==> src/hdl/cpc_pkg.sv <==
// Purpose: shared constants and types for the compressor protection block
// Assumes: currents in 0.1 A steps, temperatures in whole degrees C, pressure in mV
// Notes: all times are seconds, counted on a one-second tick
package cpc_pkg;
  localparam int unsigned CLK_HZ = 125_000_000;
  localparam int unsigned TICK_S = 1;
  // register byte offsets and control bits
  localparam logic [3:0] OFS_CTRL = 4'h0;
  localparam logic [3:0] OFS_STAT = 4'h4;
  localparam logic [3:0] OFS_HIST = 4'h8;
  localparam int CTL_RUN = 0;
  localparam int CTL_HEAT = 1;
  localparam int CTL_CLR = 2;
  localparam logic [1:0] CTRL_RST = 2'h0;
  localparam logic [1:0] RESP_OKAY = 2'h0;
  localparam logic [1:0] RESP_SLVERR = 2'h2;
  // current limits, 0.1 A units
  localparam logic [9:0] X_HEAT = 10'h0d2;
  localparam logic [9:0] X_COOL = 10'h08a;
  localparam logic [9:0] Y_STOP = 10'h117;
  localparam logic [9:0] PEAK_MAX = 10'h154;
  // temperatures and pressure rail
  localparam logic signed [7:0] SHELL_MAX_C = 8'sh6b;
  localparam logic signed [7:0] AIR_HTR_ON_C = 8'sh05;
  localparam logic signed [7:0] DIS_HTR_ON_C = 8'sh0b;
  localparam logic signed [7:0] AIR_HTR_OFF_C = AIR_HTR_ON_C + 8'sh02;
  localparam logic signed [7:0] DIS_HTR_OFF_C = DIS_HTR_ON_C + 8'sh05;
  localparam logic signed [7:0] AIR_LIM_C = 8'sh0e;
  localparam logic signed [7:0] FRZ_ON_C = 8'sh00;
  localparam logic signed [7:0] FRZ_OFF_C = 8'sh01;
  localparam logic [12:0] PRESS_RAIL_MV = 13'h1388;
  // times in seconds and event counts
  localparam logic [15:0] STOP_DELAY_S = 16'h00b4;
  localparam logic [15:0] PEAK_SLOW_S = 16'h0078;
  localparam logic [15:0] PEAK_QUICK_S = 16'h003c;
  localparam logic [15:0] QUICK_WIN_S = 16'h001e;
  localparam logic [15:0] MIN_RUN_S = 16'h001e;
  localparam logic [15:0] ARM_S = 16'h003c;
  localparam logic [3:0] PRESS_HOLD_S = 4'h5;
  localparam logic [3:0] FRZ_HOLD_S = 4'ha;
  localparam logic [31:0] OC_WIN_S = 32'h0000_04b0;
  localparam logic [31:0] HEAT_WIN_S = 32'h0000_0708;
  localparam logic [31:0] PRESS_WIN_S = 32'h0000_1c20;
  localparam logic [1:0] OC_NEED = 2'h3;
  localparam logic [2:0] HEAT_NEED = 3'h4;
  localparam logic [2:0] PEAK_SEQ = 3'h7;
  typedef enum logic [2:0] {
    LC_NONE, LC_RUN_OVERCURRENT, LC_PEAK_CURRENT, LC_OVERHEAT, LC_PRESSURE_SENSOR,
    LC_COIL_FREEZE
  } cpc_code_t;
  typedef enum logic [1:0] {ST_OFF, ST_RUN, ST_FREEZE, ST_LOCK} cpc_state_t;
  typedef struct packed {
    logic [9:0] runCur;
    logic [9:0] peakCur;
    logic signed [7:0] shellT;
    logic [12:0] pressMv;
    logic signed [7:0] airT;
    logic signed [7:0] disT;
    logic signed [7:0] pipeT;
    logic signed [7:0] hexT;
  } cpc_sense_t;
  typedef struct packed {
    logic compRun;
    logic freqReduce;
    logic curLimit;
    logic coolRegEn;
    logic heaterOn;
    logic deiceOn;
    logic fanStop;
    logic lampBlink;
    cpc_code_t lockCode;
  } cpc_drive_t;
endpackage

==> src/hdl/cpc_protect_top.sv <==
// Purpose: compressor protection supervisor with an AXI4-Lite register port
// Assumes: sensor inputs are synchronous to clk and already scaled
// Notes: protection trips stop at once; only a normal stop waits for the minimum run
`timescale 1ns/1ps
`default_nettype none
// Overview of operation
// - reduce frequency above mode current threshold
// - restore frequency once current drops back
// - stop compressor above upper current
// - three upper trips in window lock out
// - peak module current stops, three-minute wait
// - slow peak recurrence waits two minutes
// - quick peak recurrence waits one minute
// - seven quick peak trips lock out
// - shell overheat stops; four trips lock
// - pressure checked after one minute running
// - pressure rail or zero five seconds
// - four pressure faults in window lock
// - heater on when air, discharge low
// - heater off beyond hysteresis margins
// - heating limits current above air level
// - deice with fan stopped when cold
// - cooling air regulation after one minute
// - cooling coil below freezing ten seconds stops
// - restart three minutes after coil warms
// - freeze events recorded unless a lockout comes in the same cycle, never lock out
// - three-minute start block after stop
// - minimum thirty seconds run after start
module cpc_protect_top import cpc_pkg::*; #(
  parameter int unsigned TICK_CYCLES = CLK_HZ * TICK_S,
  parameter logic signed [7:0] DEICE_PIPE_C = 8'sh00,
  parameter logic signed [7:0] DEICE_AIR_C = 8'sh00
) (
  input wire logic clk,
  input wire logic rst_n,
  input wire logic s_axi_awvalid,
  output logic s_axi_awready,
  input wire logic [3:0] s_axi_awaddr,
  input wire logic s_axi_wvalid,
  output logic s_axi_wready,
  input wire logic [31:0] s_axi_wdata,
  input wire logic [3:0] s_axi_wstrb,
  output logic s_axi_bvalid,
  input wire logic s_axi_bready,
  output logic [1:0] s_axi_bresp,
  input wire logic s_axi_arvalid,
  output logic s_axi_arready,
  input wire logic [3:0] s_axi_araddr,
  output logic s_axi_rvalid,
  input wire logic s_axi_rready,
  output logic [31:0] s_axi_rdata,
  output logic [1:0] s_axi_rresp,
  input wire cpc_sense_t sense,
  input wire logic panelStop,
  output var cpc_drive_t drive
);
  if (TICK_CYCLES < 2) begin : g_chk
    $error("TICK_CYCLES must be at least 2");
  end

  // true when a sliding window already holds need-1 events younger than win
  function automatic logic winHit(input logic [31:0] now, input logic [31:0] old,
                                  input logic [1:0] cnt, input logic [1:0] needM1,
                                  input logic [31:0] win);
    winHit = (cnt >= needM1) && ((now - old) < win);
  endfunction

  // register select from an aligned byte address
  function automatic logic [1:0] regSel(input logic [3:0] a);
    logic [3:0] al;
    al = {a[3:2], 2'b00};
    if (al == OFS_CTRL) regSel = 2'd1;
    else if (al == OFS_STAT) regSel = 2'd2;
    else if (al == OFS_HIST) regSel = 2'd3;
    else regSel = 2'd0;
  endfunction

  logic [31:0] tickCnt_r;
  logic tick;
  logic [31:0] secNow_r;
  cpc_state_t st_r;
  logic [1:0] ctrl_r;
  logic [15:0] delay_r;
  logic [15:0] runSec_r;
  logic [3:0] prSec_r;
  logic [3:0] frSec_r;
  logic pkPrev_r;
  logic [2:0] pkSeq_r;
  logic [31:0] ts_r [3][3];
  logic [1:0] tsCnt_r [3];
  logic [7:0] frzCnt_r;
  cpc_code_t lockCode_r;
  logic freqReduce_r, curLimit_r, coolRegEn_r, heater_r, deice_r, blink_r;
  logic awHave_r, wHave_r, wStrb0_r;
  logic [3:0] awAddr_r;
  logic [31:0] wData_r;
  logic bvalid_r, rvalid_r;
  logic [1:0] bresp_r, rresp_r;
  logic [31:0] rdata_r;

  // one-second time base; a long prescale keeps the second timers narrow
  always_ff @(posedge clk) begin
    if (!rst_n) tickCnt_r <= 32'h0;
    else if (tick) tickCnt_r <= 32'h0;
    else tickCnt_r <= tickCnt_r + 32'h1;
  end
  assign tick = (tickCnt_r == TICK_CYCLES - 1);

  always_ff @(posedge clk) begin
    if (!rst_n) secNow_r <= 32'h0;
    else if (tick) secNow_r <= secNow_r + 32'h1;
  end

  // bus side decode
  logic doWr, clrReq, heatMode, runReq, compOn;
  logic [1:0] wSel;
  assign doWr = awHave_r && wHave_r && !bvalid_r;
  assign wSel = regSel(awAddr_r);
  assign clrReq = doWr && wSel == 2'd1 && wStrb0_r && wData_r[CTL_CLR];
  assign heatMode = ctrl_r[CTL_HEAT];
  assign runReq = ctrl_r[CTL_RUN];
  assign compOn = (st_r == ST_RUN);

  // trip conditions, all gated by the compressor running
  logic ocTrip, pkTrip, htTrip, prTrip, frTrip, anyTrip, prBad, quick;
  logic normStop, startOk;
  assign ocTrip = compOn && sense.runCur > Y_STOP;
  assign pkTrip = compOn && sense.peakCur > PEAK_MAX;
  assign htTrip = compOn && sense.shellT > SHELL_MAX_C;
  assign prBad = sense.pressMv >= PRESS_RAIL_MV || sense.pressMv == 13'h0;
  assign prTrip = compOn && prSec_r >= PRESS_HOLD_S;
  assign frTrip = compOn && !heatMode && frSec_r >= FRZ_HOLD_S;
  assign anyTrip = ocTrip || pkTrip || htTrip || prTrip || frTrip;
  assign quick = pkPrev_r && runSec_r < QUICK_WIN_S;
  // minimum run honoured; panel stop overrides it
  assign normStop = compOn && ((!runReq && runSec_r >= MIN_RUN_S) || panelStop);
  // start only once the stop delay has run out
  assign startOk = st_r == ST_OFF && runReq && !panelStop && delay_r == 16'h0;

  // lockout decision; window hits use history before this event is stored
  logic [2:0] evt;
  logic ocLock, pkLock, htLock, prLock;
  cpc_code_t lockNxt;
  assign evt = {prTrip, htTrip, ocTrip};
  assign ocLock = ocTrip && winHit(secNow_r, ts_r[0][1], tsCnt_r[0], OC_NEED - 2'h1, OC_WIN_S);
  assign pkLock = pkTrip && quick && pkSeq_r == PEAK_SEQ - 3'h1;
  assign htLock = htTrip && winHit(secNow_r, ts_r[1][2], tsCnt_r[1],
                                   2'(HEAT_NEED - 3'h1), HEAT_WIN_S);
  assign prLock = prTrip && winHit(secNow_r, ts_r[2][2], tsCnt_r[2],
                                   2'(HEAT_NEED - 3'h1), PRESS_WIN_S);
  always_comb begin
    if (ocLock) lockNxt = LC_RUN_OVERCURRENT;
    else if (pkLock) lockNxt = LC_PEAK_CURRENT;
    else if (htLock) lockNxt = LC_OVERHEAT;
    else if (prLock) lockNxt = LC_PRESSURE_SENSOR;
    else lockNxt = LC_NONE;
  end

  // compressor state machine
  always_ff @(posedge clk) begin
    if (!rst_n) st_r <= ST_OFF;
    else begin
      case (st_r)
        ST_OFF: if (startOk) st_r <= ST_RUN;
        ST_RUN: begin
          if (lockNxt != LC_NONE) st_r <= ST_LOCK;
          else if (frTrip) st_r <= ST_FREEZE;
          else if (anyTrip || normStop) st_r <= ST_OFF;
        end
        // wait for the coil to warm
        ST_FREEZE: if (sense.hexT > FRZ_OFF_C) st_r <= ST_OFF;
        ST_LOCK: if (clrReq) st_r <= ST_OFF;
        default: st_r <= ST_OFF;
      endcase
    end
  end

  // restart delay; a peak recurrence shortens it, other stops use the full wait
  always_ff @(posedge clk) begin
    if (!rst_n) delay_r <= 16'h0;
    else if (compOn && pkTrip) begin
      if (!pkPrev_r) delay_r <= STOP_DELAY_S;
      else if (quick) delay_r <= PEAK_QUICK_S;
      else delay_r <= PEAK_SLOW_S;
    end else if ((compOn && (anyTrip || normStop)) ||
                 (st_r == ST_FREEZE && sense.hexT > FRZ_OFF_C)) begin
      delay_r <= STOP_DELAY_S;
    end else if (tick && delay_r != 16'h0 && st_r == ST_OFF) delay_r <= delay_r - 16'h1;
  end

  // seconds since start, saturating
  always_ff @(posedge clk) begin
    if (!rst_n) runSec_r <= 16'h0;
    else if (startOk) runSec_r <= 16'h0;
    else if (compOn && tick && runSec_r != 16'hffff) runSec_r <= runSec_r + 16'h1;
  end

  // continuous-fault second counters
  always_ff @(posedge clk) begin
    if (!rst_n) prSec_r <= 4'h0;
    else if (!compOn || runSec_r < ARM_S || !prBad) prSec_r <= 4'h0;
    else if (tick && prSec_r < PRESS_HOLD_S) prSec_r <= prSec_r + 4'h1;
  end
  always_ff @(posedge clk) begin
    if (!rst_n) frSec_r <= 4'h0;
    else if (!compOn || heatMode || sense.hexT >= FRZ_ON_C) frSec_r <= 4'h0;
    else if (tick && frSec_r < FRZ_HOLD_S) frSec_r <= frSec_r + 4'h1;
  end

  // peak recurrence tracking; any other stop breaks the chain
  always_ff @(posedge clk) begin
    if (!rst_n || clrReq) begin
      pkPrev_r <= 1'b0;
      pkSeq_r <= 3'h0;
    end else if (pkTrip) begin
      pkPrev_r <= 1'b1;
      pkSeq_r <= quick ? pkSeq_r + 3'h1 : 3'h0;
    end else if (compOn && (anyTrip || normStop)) begin
      pkPrev_r <= 1'b0;
      pkSeq_r <= 3'h0;
    end
  end

  // trip time stamps per window, newest first
  always_ff @(posedge clk) begin
    if (!rst_n || clrReq) begin
      for (int k = 0; k < 3; k++) begin
        tsCnt_r[k] <= 2'h0;
        for (int j = 0; j < 3; j++) ts_r[k][j] <= 32'h0;
      end
    end else begin
      for (int k = 0; k < 3; k++) begin
        if (evt[k]) begin
          ts_r[k][0] <= secNow_r;
          ts_r[k][1] <= ts_r[k][0];
          ts_r[k][2] <= ts_r[k][1];
          if (tsCnt_r[k] != 2'h3) tsCnt_r[k] <= tsCnt_r[k] + 2'h1;
        end
      end
    end
  end

  // lockout code held until a clear request; a new lockout beats a clear in the same
  // cycle, so the code always agrees with the lock state
  always_ff @(posedge clk) begin
    if (!rst_n) lockCode_r <= LC_NONE;
    else if (compOn && lockNxt != LC_NONE) lockCode_r <= lockNxt;
    else if (clrReq) lockCode_r <= LC_NONE;
  end

  always_ff @(posedge clk) begin
    if (!rst_n) frzCnt_r <= 8'h0;
    else if (compOn && frTrip && lockNxt == LC_NONE && frzCnt_r != 8'hff)
      frzCnt_r <= frzCnt_r + 8'h1;
  end

  // panel lamp blinks at half the tick rate while locked
  always_ff @(posedge clk) begin
    if (!rst_n || st_r != ST_LOCK) blink_r <= 1'b0;
    else if (tick) blink_r <= !blink_r;
  end

  // frequency and current regulation outputs
  always_ff @(posedge clk) begin
    if (!rst_n) begin
      freqReduce_r <= 1'b0;
      curLimit_r <= 1'b0;
      coolRegEn_r <= 1'b0;
    end else begin
      freqReduce_r <= compOn && sense.runCur > (heatMode ? X_HEAT : X_COOL);
      curLimit_r <= heatMode && sense.airT > AIR_LIM_C;
      coolRegEn_r <= compOn && !heatMode && runSec_r >= ARM_S;
    end
  end

  // crankcase heater with hysteresis; off wins if both hold
  always_ff @(posedge clk) begin
    if (!rst_n) heater_r <= 1'b0;
    else if (sense.airT > AIR_HTR_OFF_C || sense.disT > DIS_HTR_OFF_C) heater_r <= 1'b0;
    else if (sense.airT < AIR_HTR_ON_C && sense.disT <= DIS_HTR_ON_C) heater_r <= 1'b1;
  end

  always_ff @(posedge clk) begin
    if (!rst_n) deice_r <= 1'b0;
    else deice_r <= compOn && heatMode && sense.pipeT < DEICE_PIPE_C &&
                    sense.airT < DEICE_AIR_C;
  end

  always_comb begin
    drive.compRun = compOn;
    drive.freqReduce = freqReduce_r;
    drive.curLimit = curLimit_r;
    drive.coolRegEn = coolRegEn_r;
    drive.heaterOn = heater_r;
    drive.deiceOn = deice_r;
    drive.fanStop = deice_r;
    drive.lampBlink = blink_r;
    drive.lockCode = lockCode_r;
  end

  // write address and data may arrive in either order
  assign s_axi_awready = !awHave_r && !bvalid_r;
  assign s_axi_wready = !wHave_r && !bvalid_r;
  always_ff @(posedge clk) begin
    if (!rst_n || doWr) awHave_r <= 1'b0;
    else if (s_axi_awvalid && s_axi_awready) awHave_r <= 1'b1;
    if (!rst_n || doWr) wHave_r <= 1'b0;
    else if (s_axi_wvalid && s_axi_wready) wHave_r <= 1'b1;
  end
  always_ff @(posedge clk) begin
    if (!rst_n) begin
      awAddr_r <= 4'h0;
      wData_r <= 32'h0;
      wStrb0_r <= 1'b0;
    end else begin
      if (s_axi_awvalid && s_axi_awready) awAddr_r <= s_axi_awaddr;
      if (s_axi_wvalid && s_axi_wready) begin
        wData_r <= s_axi_wdata;
        wStrb0_r <= s_axi_wstrb[0];
      end
    end
  end

  // control register; only byte lane 0 carries bits
  always_ff @(posedge clk) begin
    if (!rst_n) ctrl_r <= CTRL_RST;
    else if (doWr && wSel == 2'd1 && wStrb0_r) ctrl_r <= wData_r[1:0];
  end

  // write response; unmapped addresses answer with an error
  always_ff @(posedge clk) begin
    if (!rst_n) begin
      bvalid_r <= 1'b0;
      bresp_r <= RESP_OKAY;
    end else if (doWr) begin
      bvalid_r <= 1'b1;
      bresp_r <= (wSel == 2'd0) ? RESP_SLVERR : RESP_OKAY;
    end else if (s_axi_bready) bvalid_r <= 1'b0;
  end
  assign s_axi_bvalid = bvalid_r;
  assign s_axi_bresp = bresp_r;

  // read channel, one outstanding read
  logic [1:0] rSel;
  assign rSel = regSel(s_axi_araddr);
  assign s_axi_arready = !rvalid_r;
  always_ff @(posedge clk) begin
    if (!rst_n) begin
      rvalid_r <= 1'b0;
      rdata_r <= 32'h0;
      rresp_r <= RESP_OKAY;
    end else if (s_axi_arvalid && !rvalid_r) begin
      rvalid_r <= 1'b1;
      rresp_r <= (rSel == 2'd0) ? RESP_SLVERR : RESP_OKAY;
      case (rSel)
        2'd1: rdata_r <= {30'h0, ctrl_r};
        2'd2: rdata_r <= {18'h0, st_r, 1'b0, lockCode_r, blink_r, deice_r, deice_r,
                          heater_r, coolRegEn_r, curLimit_r, freqReduce_r, compOn};
        2'd3: rdata_r <= {13'h0, pkSeq_r, 5'h0,
                          (frzCnt_r != 8'h0) ? LC_COIL_FREEZE : LC_NONE, frzCnt_r};
        default: rdata_r <= 32'h0;
      endcase
    end else if (s_axi_rready) rvalid_r <= 1'b0;
  end
  assign s_axi_rvalid = rvalid_r;
  assign s_axi_rdata = rdata_r;
  assign s_axi_rresp = rresp_r;
endmodule
`default_nettype wire

==> config.mk <==
export PLATFORM = sky130hd
export DESIGN_NAME = cpc_protect_top
export DESIGN_NICKNAME = d
export VERILOG_FILES = /design/src/hdl/cpc_pkg.sv /design/src/hdl/cpc_protect_top.sv
export SDC_FILE = /design/constraint.sdc
export NUM_CORES = 1
export LEC_CHECK = 0
export ABC_AREA = 1
export BUFFER_PORTS_ARGS = -buffer_cell sky130_fd_sc_hd__buf_2
export CAP_MARGIN = 25
export CORE_UTILIZATION = 59
export DETAILED_ROUTE_END_ITERATION = 10
export PLACE_DENSITY = 0.75
export SLEW_MARGIN = 10
export SYNTH_ARGS = -nofsm -noshare
export SYNTH_HDL_FRONTEND = slang
export SYNTH_SLANG_ARGS = --single-unit
==> constraint.sdc <==
create_clock -name clk -period 12.5 [get_ports clk]
set_input_delay 2.5 -clock clk [delete_from_list [all_inputs] [get_ports clk]]
set_output_delay 2.5 -clock clk [all_outputs]
set_load 0.02 [all_outputs]
==> Word-level counts from Yosys, hierarchy flattened <==
Memory sizes are Yosys's and may differ from the RTL's.
Cells that the tools add are included.
{ "totals": {"regBits": 177, "mem_bits_rw": 294, "in_bits": 125, "output_inout_bits": 52, "elab_cells": 280, "memories": 2} }
{ "mem_list": {"columns": ["name", "depth", "word_bits", "read_ports", "rd_ports_with_merged_regs", "wr", "line_no", "rtl"], "rows": [
  ["ts_r", 3, 96, 3, 0, 3, "cpc_protect_top.sv:89", "logic [31:0] ts_r [3][3];"],
  ["tsCnt_r", 3, 2, 3, 0, 3, "cpc_protect_top.sv:90", "logic [1:0] tsCnt_r [3];"]
]} }
{ "classes": {"add_sub_neg": 14, "magnitude_cmp": 28, "n_eq_ne": 23, "mux": 73, "n_bitwise": 13, "reduce_logical": 99} }
{ "ops": {"columns": ["operator", "count"], "rows": [
  ["2-to-1 mux 32 bit", 9],
  ["subtractor 32 bit", 3],
  ["adder 32 x 1 -> 32 bit (second input constant)", 2],
  ["less-than comparator 32 x 11 -> 1 bit (second input constant)", 2],
  ["one-hot mux 19 bit (3 select lines)", 1],
  ["logical AND 1 bit", 50],
  ["2-to-1 mux 16 bit", 3],
  ["2-to-1 mux 2 bit", 17],
  ["equality test 32 x 27 -> 1 bit (second input constant)", 1],
  ["less-than comparator 32 x 13 -> 1 bit (second input constant)", 1],
  ["2-to-1 mux 3 bit", 10],
  ["2-to-1 mux 1 bit", 29],
  ["> comparator 10 x 9 -> 1 bit (second input constant)", 2],
  ["adder 16 x 1 -> 16 bit (second input constant)", 1],
  ["greater-or-equal comparator 16 x 5 -> 1 bit (second input constant)", 1],
  ["greater-or-equal comparator 16 x 6 -> 1 bit (second input constant)", 1],
  ["logical NOT 16 bit", 1],
  ["logical OR 1 bit", 16],
  ["less-than comparator 16 x 5 -> 1 bit (second input constant)", 1],
  ["less-than comparator 16 x 6 -> 1 bit (second input constant)", 1],
  ["less-than comparator 8 x 1 -> 1 bit (second input constant)", 2],
  ["!= test 16 bit (second input constant)", 1],
  ["nonzero test 16 bit", 1],
  ["subtractor 16 x 1 -> 16 bit (second input constant)", 1],
  ["other kinds (39)", 93]
]} }

==> Logic depth before layout (Yosys ltp) <==
{ "logic_depth": {"word_depth": 12, "depth_mapped": 24, "depth_no_buf": 24} }

==> Least setup slack after synthesis <==
Ideal clock, no wire load.
{ "synth_path": {"path_kind": "input to register", "from": "input port rst_n", "to": "memory ts_r[0][100] (netlist bit), enable pin", "setup_time_ns": 0.908, "t_arrival_ns": 4.644, "required_time_ns": 11.592, "path_slack_ns": 6.948, "stages": 4, "path_buffers": 1, "path_cell_list": "inv_1 > nor2_1 > clkbuf_1 > nand2_1"} }
{ "synth_lines": {"columns": ["element", "line_no", "rtl"], "rows": [
  ["start: declaration", "cpc_protect_top.sv:35", "input wire logic rst_n,"],
  ["end: declaration", "cpc_protect_top.sv:89", null]
]} }

==> metrics.md <==
| Metric | Value |
|---|---|
| CP max FO | `53` |
| RSZ-0062 raised after global routing | `no` |
| GRT Total Usage | `29.79%` |
| Psw | `0.6819 mW` |
| DRC viols | `0` |
| Final net count | `3,917` |
| Slowest CP cell | `buf_2` |
| Clock group share of total power | `43.5%` |
| Prevailing post-synth register cell | `edfxtp_1` |
| Ant diodes | `0` |
| CTS tree | `yes` |
| Final setup TNS | `0 ns` |
| Chip Height | `210.8 µm` |
| Hold WC Path Type | `flip-flop to flip-flop` |
| Core area | `43,080 µm²` |
| # setup viols final | `0` |
| Routed WL | `65,170 µm` |
| Setup bufs post-CTS | `0` |
| Post-synthesis compound-gate area fraction | `6.456%` |
| Power density cells | `approximately 110 nW/µm²` |
| CTS HTree Levels | `2` |
| Slew Limit Headroom | `between 30% and 40%` |
| Share of cells above drive strength 1 | `7.295%` |
| Synth cell types | `62` |
| Initial antenna violation count | `0` |
| Initial core utilization | `59.70%` |
| CP Launch Type | `primary input` |
| Io pins | `177` |
| Crit-path cells | `buf_2, clkinv_1, nor2_1, buf_4, nand2_4, buf_4` |
| Largest family of logic cells by synthesized area | `simple AND/OR/NAND/NOR gates` |
| Non-Filler Instances | `4,300` |
| Avg Cell Area, Syn | `roughly 7 µm²` |
| CTS Sinks | `419` |
| Leak pwr | `around 13 nW` |
| Final ANT Viol Nets | `0` |
| Synth Register Bits | `approximately 420` |
| Placer Congestion | `approximately 0.99` |
| Sw Share | `22.91%` |
| Pin count of the biggest net entering global routing | `98` |
| Worst-Margin Slew | `0.9237 ns` |
| Overall Power | `2.977 mW` |
| Post-layout min period | `4.700 ns` |
| Max Cap Viol | `0` |
| Die width | `210.8 µm` |
| Fmax | `approximately 0.21 GHz` |
| Clk Latency, worst-skew pair | `0.60 ns` |
| Placed Area | `26,760 µm²` |
| Crit-path most repeated cell | `buf_4` |
| Pre-CTS setup slack | `7.231 ns` |
| Hold-fix buffers at CTS | `0` |
| Cell taking the most area after synthesis | `edfxtp_1` |
| First-pass GRT wire length | `104,200 µm` |
| Period utilisation layout | `37.60%` |
| VDD IR-drop max | `~0.091 mV` |
| Worst Skew | `0.03001 ns` |
| Drt wl/cell | `15.16 µm` |
| Post-Synthesis Cells | `around 3,600` |
| Final WS setup | `7.800 ns` |
| Max clock buf depth | `3` |
| Vias in the first global route | `20,750` |
| Ys async rst share | `0%` |
| Post-synthesis sequential area ratio | `a little over two fifths` |
| Crit Path Class | `primary input to flip-flop` |
| Design area | `28,210 µm²` |
| CTS root buf | `clkbuf_16` |
| Area share of and/or/nand/nor cells after synthesis | `about a third` |
| Drt first pass iters | `8` |
| Cts bufs inserted | `44` |
| Crit path DAT | `4.94 ns` |
| Post-synth EDFFs | `262` |
| Die ar. | `44,430 µm²` |
| Cts repair resizes | `0` |
| Fin. max-slew vios | `0` |
| Area Growth Syn to Fin | `9.677%` |
| Largest cells by area after synthesis | `edfxtp_1, nand2_1, dfxtp_1, inv_1, nor2_1` |
| Reg clk slew, reported paths | `~0.060 ns` |
| Mux contribution to synthesized area | `0%` |
| Worst path max stage delay | `0.57 ns` |
| Post-synthesis xor/xnor area fraction | `roughly 1.5%` |
| Synth warn | `0` |
| # port buffers | `112` |
| Drt via density | `about 5.2` |
| Fin. Hold Viols | `0` |
| Total number of vias | `22,460` |
| Grt ovf | `0` |
| Placed cell count | `roughly 4,200` |
| Critical path capture point type | `flip-flop` |
| Adder-Cell Fraction of Synth Area | `5.400%` |
| Std cell rows | `76` |
| Yosys top cell area share | `a little under a third` |
| Reg power frac | `50.8%` |
| Internal | `2.295 mW` |
| Initial drt markers | `1,790` |
| Post-DP HPWL | `48,780 µm` |
| Synthesized area | `between 20,000 and 30,000 µm²` |
| Status | `finished, final reports clean` |
| Critical Path RT | `12.74 ns` |
| Share of power burned in combinational logic | `between 5 and 6%` |
[cell usage after synthesis (9+ instances only)]
master    count
nand2_1     868
inv_1       715
nor2_1      591
edfxtp_1    262
a21oi_1     158
dfxtp_1     157
nand3_1     151
ha_1        111
o21ai_0      74
nor3_1       73
nand4_1      60
nand3b_1     27
buf_4        26
clkbuf_1     25
nor4_1       25
xor2_1       25
buf_2        21
inv_2        21
xnor2_1      19
a31oi_1      14
nor2_2       14
nor3b_1      14
o21bai_1     11
or2_2        10
and3_1        9
[power by group through the flow]
stage / Sequential, mW / Clock, mW / Combinational, mW
final: 1.51 / 1.29 / 0.172
after floorplan: 1.54 / 0 / 0.124
after global placement: 1.54 / 0 / 0.168
after CTS: 1.51 / 1.31 / 0.171
after detailed placement: 1.54 / 0 / 0.170
after global routing: 1.51 / 1.36 / 0.195
[placed cells by master (no fill, tap or decap), types with 19 or more instances in the layout]
master / synthesis / final
o21ai_0: 74 / 73
nand3_1: 151 / 151
nand4_1: 60 / 60
xor2_1: 25 / 25
buf_2: 21 / 112
nor2_1: 591 / 591
inv_1: 715 / 714
ha_1: 111 / 111
nor4_1: 25 / 25
nand3b_1: 27 / 27
clkbuf_16: 0 / 44
a21oi_1: 158 / 158
nand2_1: 868 / 863
nor3_1: 73 / 73
inv_2: 21 / 21
dfxtp_1: 157 / 157
edfxtp_1: 262 / 262
xnor2_1: 19 / 19
[sequential cells by signal (all words and copies together) (netlist names), 2 cells and up]
register	cells
awAddr_r	2
ctrl_r	2
delay_r	16
frSec_r	4
frzCnt_r	8
lockCode_r	3
pkSeq_r	3
prSec_r	4
runSec_r	16
s_axi_rdata	16
secNow_r	32
st_r	2
tickCnt_r	32
tsCnt_r	6
ts_r	256
wData_r	3
[worst max-delay path: cells and delay by family]
kind | cells | cell delay [ns]
buffers and inverters | 4 | 1.80
AND/OR/NAND/NOR | 2 | 0.56
[path summary, 6_finish.rpt]
path                     start            to  slack (ns)  depth (start not counted)
setup / recovery         rst_n  ts_r[0][244]        7.80                          6
hold / removal    tickCnt_r[0]  tickCnt_r[0]        0.45                          1
setup reg to reg  secNow_r[13]       st_r[0]        8.75                         19
hold reg to reg   tickCnt_r[0]  tickCnt_r[0]        0.45                          1
[per-stage QoR]
| step | util (%) | hold slack [ns] |
|---|---|---|
| after detailed placement | 62.11 | 0.4469 |
| after global placement | 62.07 | 0.4270 |
| final | 65.48 | 0.4489 |
| after floorplan | - | 0.4132 |
| after CTS | 65.40 | 0.4557 |
| after global routing | 65.48 | 0.4773 |
[kinds of logic after synthesis]
| group | after synthesis |
|---|---|
| adders and majority gates | 111 |
| DFF | 419 |
| and+or+nand+nor | 1882 |
| xor gates and xnor gates | 44 |
| buffers and inverters | 815 |
| other | 1 |
| AOI/OAI and AO/OA | 300 |
[layout make-up]
cell class / instances / area [µm²]
inverters: 739 / 2776
clock buffers: 61 / 1215
fillers: 3916 / 14870
multi-input cells: 2355 / 11600
clock inverters: 19 / 201.4
well taps: 585 / 732.0
flip-flops and latches: 419 / 11010
repair buffers: 122 / 668.1
[per-layer routing]
metal	track usage, %	wire length (µm)	share of wire, %	up-vias
met1	38.63	27760	43	10150
met4	16.09	3497	5.4	0
met5	0	0	0	-
met3	4.074	4420	6.8	167
met2	48.42	29500	45	707
li1	-	-	-	11440
No activity file was read; power rests on OpenSTA's default activity.
